[config.mk]
export PLATFORM = sky130hd
export DESIGN_NAME = dtc_top
export DESIGN_NICKNAME = d
export VERILOG_FILES = /design/src/include/dtc_pkg.sv /design/src/rtl/dtc_edge.sv /design/src/rtl/dtc_sync.sv /design/src/rtl/dtc_top.sv
export SDC_FILE = /design/constraint.sdc
export NUM_CORES = 1
export LEC_CHECK = 0
export BUFFER_PORTS_ARGS = -buffer_cell sky130_fd_sc_hd__buf_2
export CELL_PAD_IN_SITES_DETAIL_PLACEMENT = 1
export CELL_PAD_IN_SITES_GLOBAL_PLACEMENT = 2
export CORE_MARGIN = 2
export CORE_UTILIZATION = 25
export DETAILED_ROUTE_END_ITERATION = 8
export PLACE_DENSITY_LB_ADDON = 0.1
export SETUP_SLACK_MARGIN = 0.1
export SLEW_MARGIN = 20
export SYNTH_ARGS = -nofsm -noshare
export SYNTH_HDL_FRONTEND = slang
export SYNTH_SLANG_ARGS = --single-unit
[constraint.sdc]
create_clock -name hclk -period 4 [get_ports hclk]
set_input_delay 0.6 -clock hclk [delete_from_list [all_inputs] [get_ports hclk]]
set_output_delay 0.6 -clock hclk [all_outputs]
set_load 0.005 [all_outputs]
[src/include/dtc_pkg.sv]
// Summary of operation
// - Two independent 16-bit timer/event counters
// - Mode 0: 8-bit count, 5-bit prescaler
// - Mode 1: both bytes cascade, no prescaler
// - Mode 2: low byte reloads from high
// - Split mode: timer 0 low byte normal
// - Split high byte: internal clock, timer 1 bits
// - Timer 1 raises no overflow in split
// - Timer 1 mode 3 freezes its count
// - Gating bit requires pin high plus run
// - Source bit picks clock or count pin
// - Run bits enable counting, timer 1 bit 6
// - Overflow sets flag, service clears it
// - Trigger type: falling edge or low level
// - Mode field zero selects 13-bit prescaled count
`default_nettype none
package dtc_pkg;
	// Register byte offsets
	localparam int DTC_AW = 8;
	localparam logic [7:0] DTC_OFS_MODE = 8'h00;
	localparam logic [7:0] DTC_OFS_CTRL = 8'h04;
	localparam logic [7:0] DTC_OFS_T0L = 8'h08;
	localparam logic [7:0] DTC_OFS_T0H = 8'h0c;
	localparam logic [7:0] DTC_OFS_T1L = 8'h10;
	localparam logic [7:0] DTC_OFS_T1H = 8'h14;
	localparam logic [7:0] DTC_OFS_ISTAT = 8'h18;
	localparam logic [7:0] DTC_OFS_IEN = 8'h1c;
	localparam logic [7:0] DTC_OFS_ICLR = 8'h20;
	// Run and flag register bit positions
	localparam int DTC_TF1 = 7;
	localparam int DTC_TR1 = 6;
	localparam int DTC_TF0 = 5;
	localparam int DTC_TR0 = 4;
	localparam int DTC_IE1 = 3;
	localparam int DTC_IT1 = 2;
	localparam int DTC_IE0 = 1;
	localparam int DTC_IT0 = 0;
	// Mode nibble layout: timer 1 at 7:4, timer 0 at 3:0
	localparam int DTC_NIB_T1 = 4;
	localparam int DTC_NIB_GATE = 3;
	localparam int DTC_NIB_SRC = 2;
	// Interrupt status bit positions
	localparam int DTC_ST_TF0 = 0;
	localparam int DTC_ST_IE0 = 1;
	localparam int DTC_ST_TF1 = 2;
	localparam int DTC_ST_IE1 = 3;
	localparam int DTC_NEV = 4;
	// Reset values
	localparam logic [7:0] DTC_RST_BYTE = 8'h00;
	localparam logic [31:0] DTC_RST_WORD = 32'h00000000;
	localparam logic [4:0] DTC_PRE_TOP = 5'h1f;
	localparam logic [7:0] DTC_BYTE_TOP = 8'hff;
	// Operating modes
	typedef enum logic [1:0]
	{
		DTC_M13 = 2'h0,
		DTC_M16 = 2'h1,
		DTC_M8R = 2'h2,
		DTC_MSPLIT = 2'h3
	} dtc_mode_type;
endpackage : dtc_pkg
`default_nettype wire

[src/rtl/dtc_edge.sv]
`timescale 1ns/100ps
`default_nettype none
module dtc_edge #(
	parameter int W = 2
)(
	// Clock and reset
	input wire logic hclk,
	input wire logic hresetn,
	// Synchronised level and trigger type
	input wire logic [W-1:0] lvl,
	input wire logic [W-1:0] edge_mode,
	// Detected events
	output logic [W-1:0] fall,
	output logic [W-1:0] trig
);
	import dtc_pkg::*;
	logic [W-1:0] prev_q;

	////////////////////////////////////////////////////////////////
	// Previous level, starts high so reset gives no false edge
	always_ff @(posedge hclk or negedge hresetn)
	begin
		if (!hresetn)
			prev_q <= '1;
		else
			prev_q <= lvl;
	end

	// Falling edge, or a low level when edge mode is off
	assign fall = prev_q & ~lvl;
	assign trig = (edge_mode & fall) | (~edge_mode & ~lvl);
endmodule : dtc_edge
`default_nettype wire

[src/rtl/dtc_sync.sv]
`timescale 1ns/100ps
`default_nettype none
module dtc_sync #(
	parameter int W = 2
)(
	// Clock and reset
	input wire logic hclk,
	input wire logic hresetn,
	// Pin side
	input wire logic [W-1:0] pin,
	// Synchronised level
	output logic [W-1:0] sync
);
	import dtc_pkg::*;
	logic [W-1:0] meta_q;

	////////////////////////////////////////////////////////////////
	// Two flip-flop synchroniser; resets to the pins' idle high level
	// so that reset shows neither a false falling edge nor a low level
	always_ff @(posedge hclk or negedge hresetn)
	begin
		if (!hresetn)
		begin
			meta_q <= '1;
			sync <= '1;
		end
		else
		begin
			meta_q <= pin;
			sync <= meta_q;
		end
	end
endmodule : dtc_sync
`default_nettype wire

[src/rtl/dtc_top.sv]
// Added by the designer: the address map and the AHB-Lite register port.
`timescale 1ns/100ps
`default_nettype none
module dtc_top (
	// Clock and reset
	input wire logic hclk,
	input wire logic hresetn,
	// AHB-Lite slave
	input wire logic hsel,
	input wire logic [31:0] haddr,
	input wire logic [1:0] htrans,
	input wire logic hwrite,
	input wire logic [2:0] hsize,
	input wire logic [31:0] hwdata,
	input wire logic hready,
	output logic [31:0] hrdata,
	output logic hreadyout,
	output logic hresp,
	// External count pins, one per timer
	input wire logic [1:0] count_pin,
	// External interrupt pins, also timer gates
	input wire logic [1:0] ext_irq_pin,
	// Interrupt request
	output logic irq
);
	import dtc_pkg::*;

	////////////////////////////////////////////////////////////////
	// Declarations
	logic [7:0] timer_mode_select_q;
	logic [7:0] timer_run_and_flags_q;
	logic [7:0] timer_run_and_flags_d;
	logic [7:0] timer0_low_byte_q;
	logic [7:0] timer0_high_byte_q;
	logic [7:0] timer1_low_byte_q;
	logic [7:0] timer1_high_byte_q;
	logic [DTC_NEV-1:0] istat_q;
	logic [DTC_NEV-1:0] istat_d;
	logic [DTC_NEV-1:0] ien_q;
	logic [DTC_NEV-1:0] iclr;
	logic [DTC_NEV-1:0] ev;
	logic wr_q;
	logic [DTC_AW-1:0] waddr_q;
	logic [7:0] wdat;
	logic aph;
	logic [31:0] rd_d;
	logic [1:0] cnt_s;
	logic [1:0] ext_s;
	logic [1:0] cnt_fall;
	logic [1:0] ext_trig;
	logic [1:0] edge_mode;
	logic [3:0] nib0;
	logic [3:0] nib1;
	dtc_mode_type mode0;
	dtc_mode_type mode1;
	logic split;
	logic run0;
	logic run1;
	logic inc0;
	logic inc1;
	logic th0_inc;
	logic ov_th0;
	logic ov0;
	logic ov1;
	logic set_tf0;
	logic set_tf1;
	logic [16:0] s0;
	logic [16:0] s1;

	////////////////////////////////////////////////////////////////
	// One count step of a timer: returns {overflow, high, low}
	function automatic logic [16:0] dtc_step(
		input dtc_mode_type m,
		input logic [7:0] hi,
		input logic [7:0] lo
	);
		logic [16:0] r;
		r = {1'b0, hi, lo};
		case (m)
			DTC_M13:
			begin
				r[4:0] = lo[4:0] + 5'h01;
				if (lo[4:0] == DTC_PRE_TOP)
					r[16:8] = {1'b0, hi} + 9'h001;
			end
			DTC_M16:
				r = {1'b0, hi, lo} + 17'h00001;
			DTC_M8R:
			begin
				r[16:0] = {1'b0, hi, lo};
				{r[16], r[7:0]} = {1'b0, lo} + 9'h001;
				if (r[16])
					r[7:0] = hi;
			end
			default:
				{r[16], r[7:0]} = {1'b0, lo} + 9'h001;
		endcase
		return r;
	endfunction : dtc_step

	////////////////////////////////////////////////////////////////
	// Pin synchronisers and edge detectors
	dtc_sync #(.W(2)) u_cnt_sync (
		.hclk(hclk),
		.hresetn(hresetn),
		.pin(count_pin),
		.sync(cnt_s)
	);

	dtc_sync #(.W(2)) u_ext_sync (
		.hclk(hclk),
		.hresetn(hresetn),
		.pin(ext_irq_pin),
		.sync(ext_s)
	);

	dtc_edge #(.W(2)) u_cnt_edge (
		.hclk(hclk),
		.hresetn(hresetn),
		.lvl(cnt_s),
		.edge_mode(2'h3),
		.fall(cnt_fall),
		.trig()
	);

	dtc_edge #(.W(2)) u_ext_edge (
		.hclk(hclk),
		.hresetn(hresetn),
		.lvl(ext_s),
		.edge_mode(edge_mode),
		.fall(),
		.trig(ext_trig)
	);

	////////////////////////////////////////////////////////////////
	// AHB-Lite address phase and zero-wait data phase
	assign aph = hsel & htrans[1] & hready;
	assign wdat = hwdata[7:0];

	always_ff @(posedge hclk or negedge hresetn)
	begin
		if (!hresetn)
		begin
			wr_q <= 1'b0;
			waddr_q <= '0;
		end
		else
		begin
			wr_q <= aph & hwrite;
			waddr_q <= haddr[DTC_AW-1:0];
		end
	end

	// Read mux; clear register and unmapped words read zero
	always_comb
	begin
		rd_d = DTC_RST_WORD;
		case (haddr[DTC_AW-1:0])
			DTC_OFS_MODE: rd_d[7:0] = timer_mode_select_q;
			DTC_OFS_CTRL: rd_d[7:0] = timer_run_and_flags_q;
			DTC_OFS_T0L: rd_d[7:0] = timer0_low_byte_q;
			DTC_OFS_T0H: rd_d[7:0] = timer0_high_byte_q;
			DTC_OFS_T1L: rd_d[7:0] = timer1_low_byte_q;
			DTC_OFS_T1H: rd_d[7:0] = timer1_high_byte_q;
			DTC_OFS_ISTAT: rd_d[DTC_NEV-1:0] = istat_q;
			DTC_OFS_IEN: rd_d[DTC_NEV-1:0] = ien_q;
			default: rd_d = DTC_RST_WORD;
		endcase
	end

	// Read data registered at the address phase edge
	always_ff @(posedge hclk or negedge hresetn)
	begin
		if (!hresetn)
		begin
			hrdata <= DTC_RST_WORD;
			hreadyout <= 1'b0;
			hresp <= 1'b0;
		end
		else
		begin
			hrdata <= (aph & !hwrite) ? rd_d : DTC_RST_WORD;
			hreadyout <= 1'b1;
			hresp <= 1'b0;
		end
	end

	////////////////////////////////////////////////////////////////
	// Mode register
	always_ff @(posedge hclk or negedge hresetn)
	begin
		if (!hresetn)
			timer_mode_select_q <= DTC_RST_BYTE;
		else if (wr_q && waddr_q == DTC_OFS_MODE)
			timer_mode_select_q <= wdat;
	end

	// Per-timer nibbles in the same order
	assign nib0 = timer_mode_select_q[DTC_NIB_T1-1:0];
	assign nib1 = timer_mode_select_q[7:DTC_NIB_T1];
	assign mode0 = dtc_mode_type'(nib0[1:0]);
	assign mode1 = dtc_mode_type'(nib1[1:0]);
	assign split = (mode0 == DTC_MSPLIT);
	assign edge_mode = {timer_run_and_flags_q[DTC_IT1], timer_run_and_flags_q[DTC_IT0]};

	////////////////////////////////////////////////////////////////
	// Count enables: run bit, optional gate, clock or pin source
	assign run0 = timer_run_and_flags_q[DTC_TR0]
		& (!nib0[DTC_NIB_GATE] | ext_s[0]);
	// In split mode timer 1 has lost its run bit and runs unless its gate pin holds it
	assign run1 = (timer_run_and_flags_q[DTC_TR1] | split)
		& (!nib1[DTC_NIB_GATE] | ext_s[1]);
	assign inc0 = run0 & (nib0[DTC_NIB_SRC] ? cnt_fall[0] : 1'b1);
	assign inc1 = run1 & (nib1[DTC_NIB_SRC] ? cnt_fall[1] : 1'b1)
		& (mode1 != DTC_MSPLIT);
	// Split high byte: internal clock only, run by timer 1's run bit
	assign th0_inc = split & timer_run_and_flags_q[DTC_TR1];

	assign s0 = dtc_step(mode0, timer0_high_byte_q, timer0_low_byte_q);
	assign s1 = dtc_step(mode1, timer1_high_byte_q, timer1_low_byte_q);
	assign ov0 = inc0 & s0[16];
	assign ov1 = inc1 & s1[16];
	assign ov_th0 = th0_inc & (timer0_high_byte_q == DTC_BYTE_TOP);
	assign set_tf0 = ov0;
	assign set_tf1 = split ? ov_th0 : ov1;

	////////////////////////////////////////////////////////////////
	// Timer 0 bytes; a software write wins over the count
	always_ff @(posedge hclk or negedge hresetn)
	begin
		if (!hresetn)
			timer0_low_byte_q <= DTC_RST_BYTE;
		else if (wr_q && waddr_q == DTC_OFS_T0L)
			timer0_low_byte_q <= wdat;
		else if (inc0)
			timer0_low_byte_q <= s0[7:0];
	end

	always_ff @(posedge hclk or negedge hresetn)
	begin
		if (!hresetn)
			timer0_high_byte_q <= DTC_RST_BYTE;
		else if (wr_q && waddr_q == DTC_OFS_T0H)
			timer0_high_byte_q <= wdat;
		else if (split)
		begin
			if (th0_inc)
				timer0_high_byte_q <= timer0_high_byte_q + 8'h01;
		end
		else if (inc0)
			timer0_high_byte_q <= s0[15:8];
	end

	// Timer 1 bytes; frozen in its mode 3
	always_ff @(posedge hclk or negedge hresetn)
	begin
		if (!hresetn)
			timer1_low_byte_q <= DTC_RST_BYTE;
		else if (wr_q && waddr_q == DTC_OFS_T1L)
			timer1_low_byte_q <= wdat;
		else if (inc1)
			timer1_low_byte_q <= s1[7:0];
	end

	always_ff @(posedge hclk or negedge hresetn)
	begin
		if (!hresetn)
			timer1_high_byte_q <= DTC_RST_BYTE;
		else if (wr_q && waddr_q == DTC_OFS_T1H)
			timer1_high_byte_q <= wdat;
		else if (inc1)
			timer1_high_byte_q <= s1[15:8];
	end

	////////////////////////////////////////////////////////////////
	// Run and flag register: write, then service clear, then set
	assign iclr = (wr_q && waddr_q == DTC_OFS_ICLR) ? wdat[DTC_NEV-1:0] : '0;

	always_comb
	begin
		timer_run_and_flags_d = timer_run_and_flags_q;
		if (wr_q && waddr_q == DTC_OFS_CTRL)
			timer_run_and_flags_d = wdat;
		if (iclr[DTC_ST_TF0])
			timer_run_and_flags_d[DTC_TF0] = 1'b0;
		if (iclr[DTC_ST_TF1])
			timer_run_and_flags_d[DTC_TF1] = 1'b0;
		if (iclr[DTC_ST_IE0])
			timer_run_and_flags_d[DTC_IE0] = 1'b0;
		if (iclr[DTC_ST_IE1])
			timer_run_and_flags_d[DTC_IE1] = 1'b0;
		if (set_tf0)
			timer_run_and_flags_d[DTC_TF0] = 1'b1;
		if (set_tf1)
			timer_run_and_flags_d[DTC_TF1] = 1'b1;
		if (ext_trig[0])
			timer_run_and_flags_d[DTC_IE0] = 1'b1;
		if (ext_trig[1])
			timer_run_and_flags_d[DTC_IE1] = 1'b1;
	end

	always_ff @(posedge hclk or negedge hresetn)
	begin
		if (!hresetn)
			timer_run_and_flags_q <= DTC_RST_BYTE;
		else
			timer_run_and_flags_q <= timer_run_and_flags_d;
	end

	////////////////////////////////////////////////////////////////
	// Sticky interrupt status, enable, level output
	assign ev[DTC_ST_TF0] = set_tf0;
	assign ev[DTC_ST_IE0] = ext_trig[0];
	assign ev[DTC_ST_TF1] = set_tf1;
	assign ev[DTC_ST_IE1] = ext_trig[1];
	assign istat_d = (istat_q & ~iclr) | ev;

	always_ff @(posedge hclk or negedge hresetn)
	begin
		if (!hresetn)
			istat_q <= '0;
		else
			istat_q <= istat_d;
	end

	always_ff @(posedge hclk or negedge hresetn)
	begin
		if (!hresetn)
			ien_q <= '0;
		else if (wr_q && waddr_q == DTC_OFS_IEN)
			ien_q <= wdat[DTC_NEV-1:0];
	end

	always_ff @(posedge hclk or negedge hresetn)
	begin
		if (!hresetn)
			irq <= 1'b0;
		else
			irq <= |(istat_q & ien_q);
	end
endmodule : dtc_top
`default_nettype wire

==> impl_metrics.py <==
metrics = {
    "worst_setup_path": {
        "worstSetupEndpointType": "flop",
        "critPathLaunchType": "flop",
        "r2r-start": "timer1_low_byte_q[1]$_DFFE_PN0P_",
        "crit_fanout": 9,
        "cp.arrival_ns": 2.94,
        "regToRegEndpoint": "timer1_high_byte_q[4]$_DFFE_PN0P_",
        "crit_required_ns": 4.28,
        "crit_type": "reg -> reg",
        "rrSetupSlack_ns": 1.33,
        "r2r_cells": 9,
    },
    "yosys": {
        "ys_seq_elements": 87,
        "synth.area.top_cells": "dfrtp_1 (35%), dfstp_2 (5.8%), mux2_2 (3.7%), nand2_1 (3.7%), o21ai_0 (3.6%)",
        "ys_seq_area_share_pct": 40.4,
        "synth_top_area_share_pct": 34.6,
        "synthMostInstantiatedCell": "dfrtp_1",
        "ys_dominant_reg_cell": "dfrtp_1",
        "synth_cell_types": 72,
        "mappedNetlistArea_um2": 5430,
        "yosys_warnings": 0,
        "syn_inst": 583,
        "synth_edf_count": 0,
        "synth_commonest_cells": "dfrtp_1 (75), nand2_1 (54), o21ai_0 (39)",
        "synthArstFlopShare_pct": 100,
        "avgSynthCellArea_um2": 9.31,
        "synth_area_leader_cell": "dfrtp_1",
    },
    "cells_and_area": {
        "areaGrowthSynthToFinish_pct": 11.8,
        "drive_gt1_share_pct": 16.0,
        "final_cells": 893,
        "final_util_pct": 28.7,
        "layout.nets": 705,
        "diodes": 0,
    },
    "route": {
        "viasPerCell": 5.24,
        "wl_per_cell_um": 22.1,
        "drtIter0Drc": 305,
        "wirelength_um": 19800,
        "firstDrtPassIters": 4,
        "drc_errors": 0,
        "final_antenna_net_count": 0,
        "vias": 4680,
    },
    "global_routing": {
        "grt_antenna_before_repair": 0,
        "grt_pass1_wl_um": 30700,
        "grt_usage_pct": 18.2,
        "grt_max_degree": 70,
        "grt_overflow_total": 0,
        "grt_pass1_vias": 4861,
    },
    "floorplanning": {
        "floorplan.die.height_um": 151,
        "dieArea_um2": 22900,
        "start_util_pct": 25.7,
        "row_count": 53,
        "die_w_um": 151,
        "core_region_area_um2": 21200,
        "ios": 113,
    },
    "sta": {
        "setup_viol": 0,
        "fmax_mhz": 375,
        "rsz0062_at_grt": "false",
        "slew-limit-headroom_pct": 40.1,
        "hold_viol_final": 0,
        "slew_viol_final": 0,
        "clock_skew_ns": 0.0107,
        "max_slew.worst_pin.slew_ns": 0.886,
        "fin_crit_sh_pct": 66.6,
        "layout_setup_ws_ns": 1.33,
        "whs_ns": 0.334,
        "period_minus_slack_ns": 2.67,
        "tns_ns": 0,
    },
    "clocking": {
        "htreeDepth": 3,
        "clock_path_buffers": 2,
        "cts_made_buffers": 9,
        "ctsHoldBuffers": 0,
        "clock-root-buffer": "clkbuf_16",
        "insertion_delay_ns": 0.36,
        "postCtsResizedCells": 0,
        "cts_tree": "done",
        "clock-sinks": 87,
        "cts_setup_buffers": 0,
        "clk_pin_slew_ns": 0.07,
    },
    "min_path": {
        "holdPathStages": 1,
        "min_from": "ext_irq_pin[0]",
        "holdPathEnd": "u_ext_sync.meta_q[0]$_DFF_PN1_",
        "holdCritPathClass": "in -> reg",
    },
    "job": {
        "max_cap_violations": 0,
    },
    "placed_design": {
        "gp_congestion": 0.782,
        "portBuffers": 35,
        "dp_hpwl_um": 14600,
        "place_inst": 877,
        "place_ws_ns": 1.33,
    },
    "power": {
        "power_leakage_nw": 2.56,
        "p_per_area_nw_per_um2": 443,
        "peakVddDrop_uv": 171,
    },
    "run_status": {
        "status": "completed",
    },
}
==> layout by cell type (no fill, tap or decap), drive strengths merged, types with 3 or more instances in the layout <==
cell type and instances:
a211oi 10, a21o 7, a21oi 30, a221oi 9, a22o 8, a22oi 6
a31oi 9, a41o 3, and2 5, and3 12, and4 7, buf 43
clkbuf 10, clkinv 5, conb 26, dfrtp 75, dfstp 12, ha 14
inv 20, mux2 18, mux2i 15, nand2 54, nand2b 7, nand3 22
nand4 9, nor2 38, nor2b 11, nor3 13, nor4 5, nor4b 3
o21a 4, o21ai 40, o22ai 13, o31ai 11, or3 3, xnor2 4
xor2 4
==> area by class of cell <==
class / instances / area (µm²)
Sequential cell: 87 / 2190
Inverter: 19 / 71.3
Clock inverter: 6 / 45.0
Multi-Input combinational cell: 453 / 2950
Timing Repair Buffer: 43 / 238
Tap cell: 275 / 344
Clock buffer: 10 / 229
Fill cell: 2454 / 15100
==> worst max path at each step <==
stage	start	to	slack (ns)	cells past startpoint
2_1_floorplan	timer1_low_byte_q[0]$_DFFE_PN0P_	timer1_high_byte_q[4]$_DFFE_PN0P_	1.84	9
3_3_place_gp	timer1_low_byte_q[1]$_DFFE_PN0P_	timer1_high_byte_q[4]$_DFFE_PN0P_	1.39	9
3_5_place_dp	timer_mode_select_q[1]$_DFFE_PN0P_	timer0_high_byte_q[6]$_DFFE_PN0P_	1.33	7
4_1_cts	timer0_low_byte_q[0]$_DFFE_PN0P_	timer0_high_byte_q[6]$_DFFE_PN0P_	1.29	8
5_1_grt	timer0_low_byte_q[0]$_DFFE_PN0P_	timer0_high_byte_q[6]$_DFFE_PN0P_	1.09	8
6_report	timer1_low_byte_q[1]$_DFFE_PN0P_	timer1_high_byte_q[4]$_DFFE_PN0P_	1.33	9
==> registers in the layout, summed over array words and instances, names as in the netlist <==
name,cells
hrdata,8
timer0_high_byte_q,8
timer0_low_byte_q,8
timer1_high_byte_q,8
timer1_low_byte_q,8
timer_mode_select_q,8
timer_run_and_flags_q,8
waddr_q,8
ien_q,4
istat_q,4
u_cnt_edge.prev_q,2
u_cnt_sync.meta_q,2
u_cnt_sync.sync,2
u_ext_edge.prev_q,2
u_ext_sync.meta_q,2
u_ext_sync.sync,2
hreadyout,1
irq,1
wr_q,1
==> where the power goes <==
group | internal [mW] | leakage [nW] | switching, mW | total (mW)
Sequential | 1.00 | 1.01 | 0.273 | 1.27
Clock | 0.425 | 0.137 | 0.388 | 0.814
Combinational | 0.246 | 1.41 | 0.355 | 0.601
Total | 1.67 | 2.56 | 1.02 | 2.69
==> cell families (layout without fill, tap and decap cells) <==
family / after synthesis / in the layout / synth area share, %
buffers and inverters: 67 / 78 / 6.99
adder cells (fa/ha/maj): 14 / 14 / 3.23
XOR/XNOR: 8 / 8 / 1.29
AO/OA/AOI/OAI: 172 / 172 / 21.7
flip-flops: 87 / 87 / 40.4
multiplexers: 33 / 33 / 6.50
AND/OR/NAND/NOR: 200 / 200 / 19.8
other: 2 / 26 / 0.138
==> per-stage QoR <==
stage,total power [mW],area [µm²]
global route,2.86,6060
floorplan,1.62,5520
global placement,1.87,5790
CTS,2.72,6060
finish,2.69,6060
detailed placement,1.89,5790
==> worst max-delay path: stages (launching register included) <==
cell     delay [ns]
dfrtp_1        0.50
ha_1           0.26
nand3_2        0.21
inv_1          0.15
ha_1           0.28
nand2_1        0.12
o21ai_0        0.20
nand3_4        0.16
or4_1          0.54
a31oi_1        0.17
==> per-layer routing <==
layer / GRT usage [%] / vias up / share of wire, %
li1: - / 2188 / -
met1: 25.0 / 2385 / 48
met2: 29.6 / 86 / 47
met3: 2.47 / 21 / 3.3
met4: 5.37 / 0 / 1.8
met5: 0 / - / 0
(Power assumes the default switching activity.)
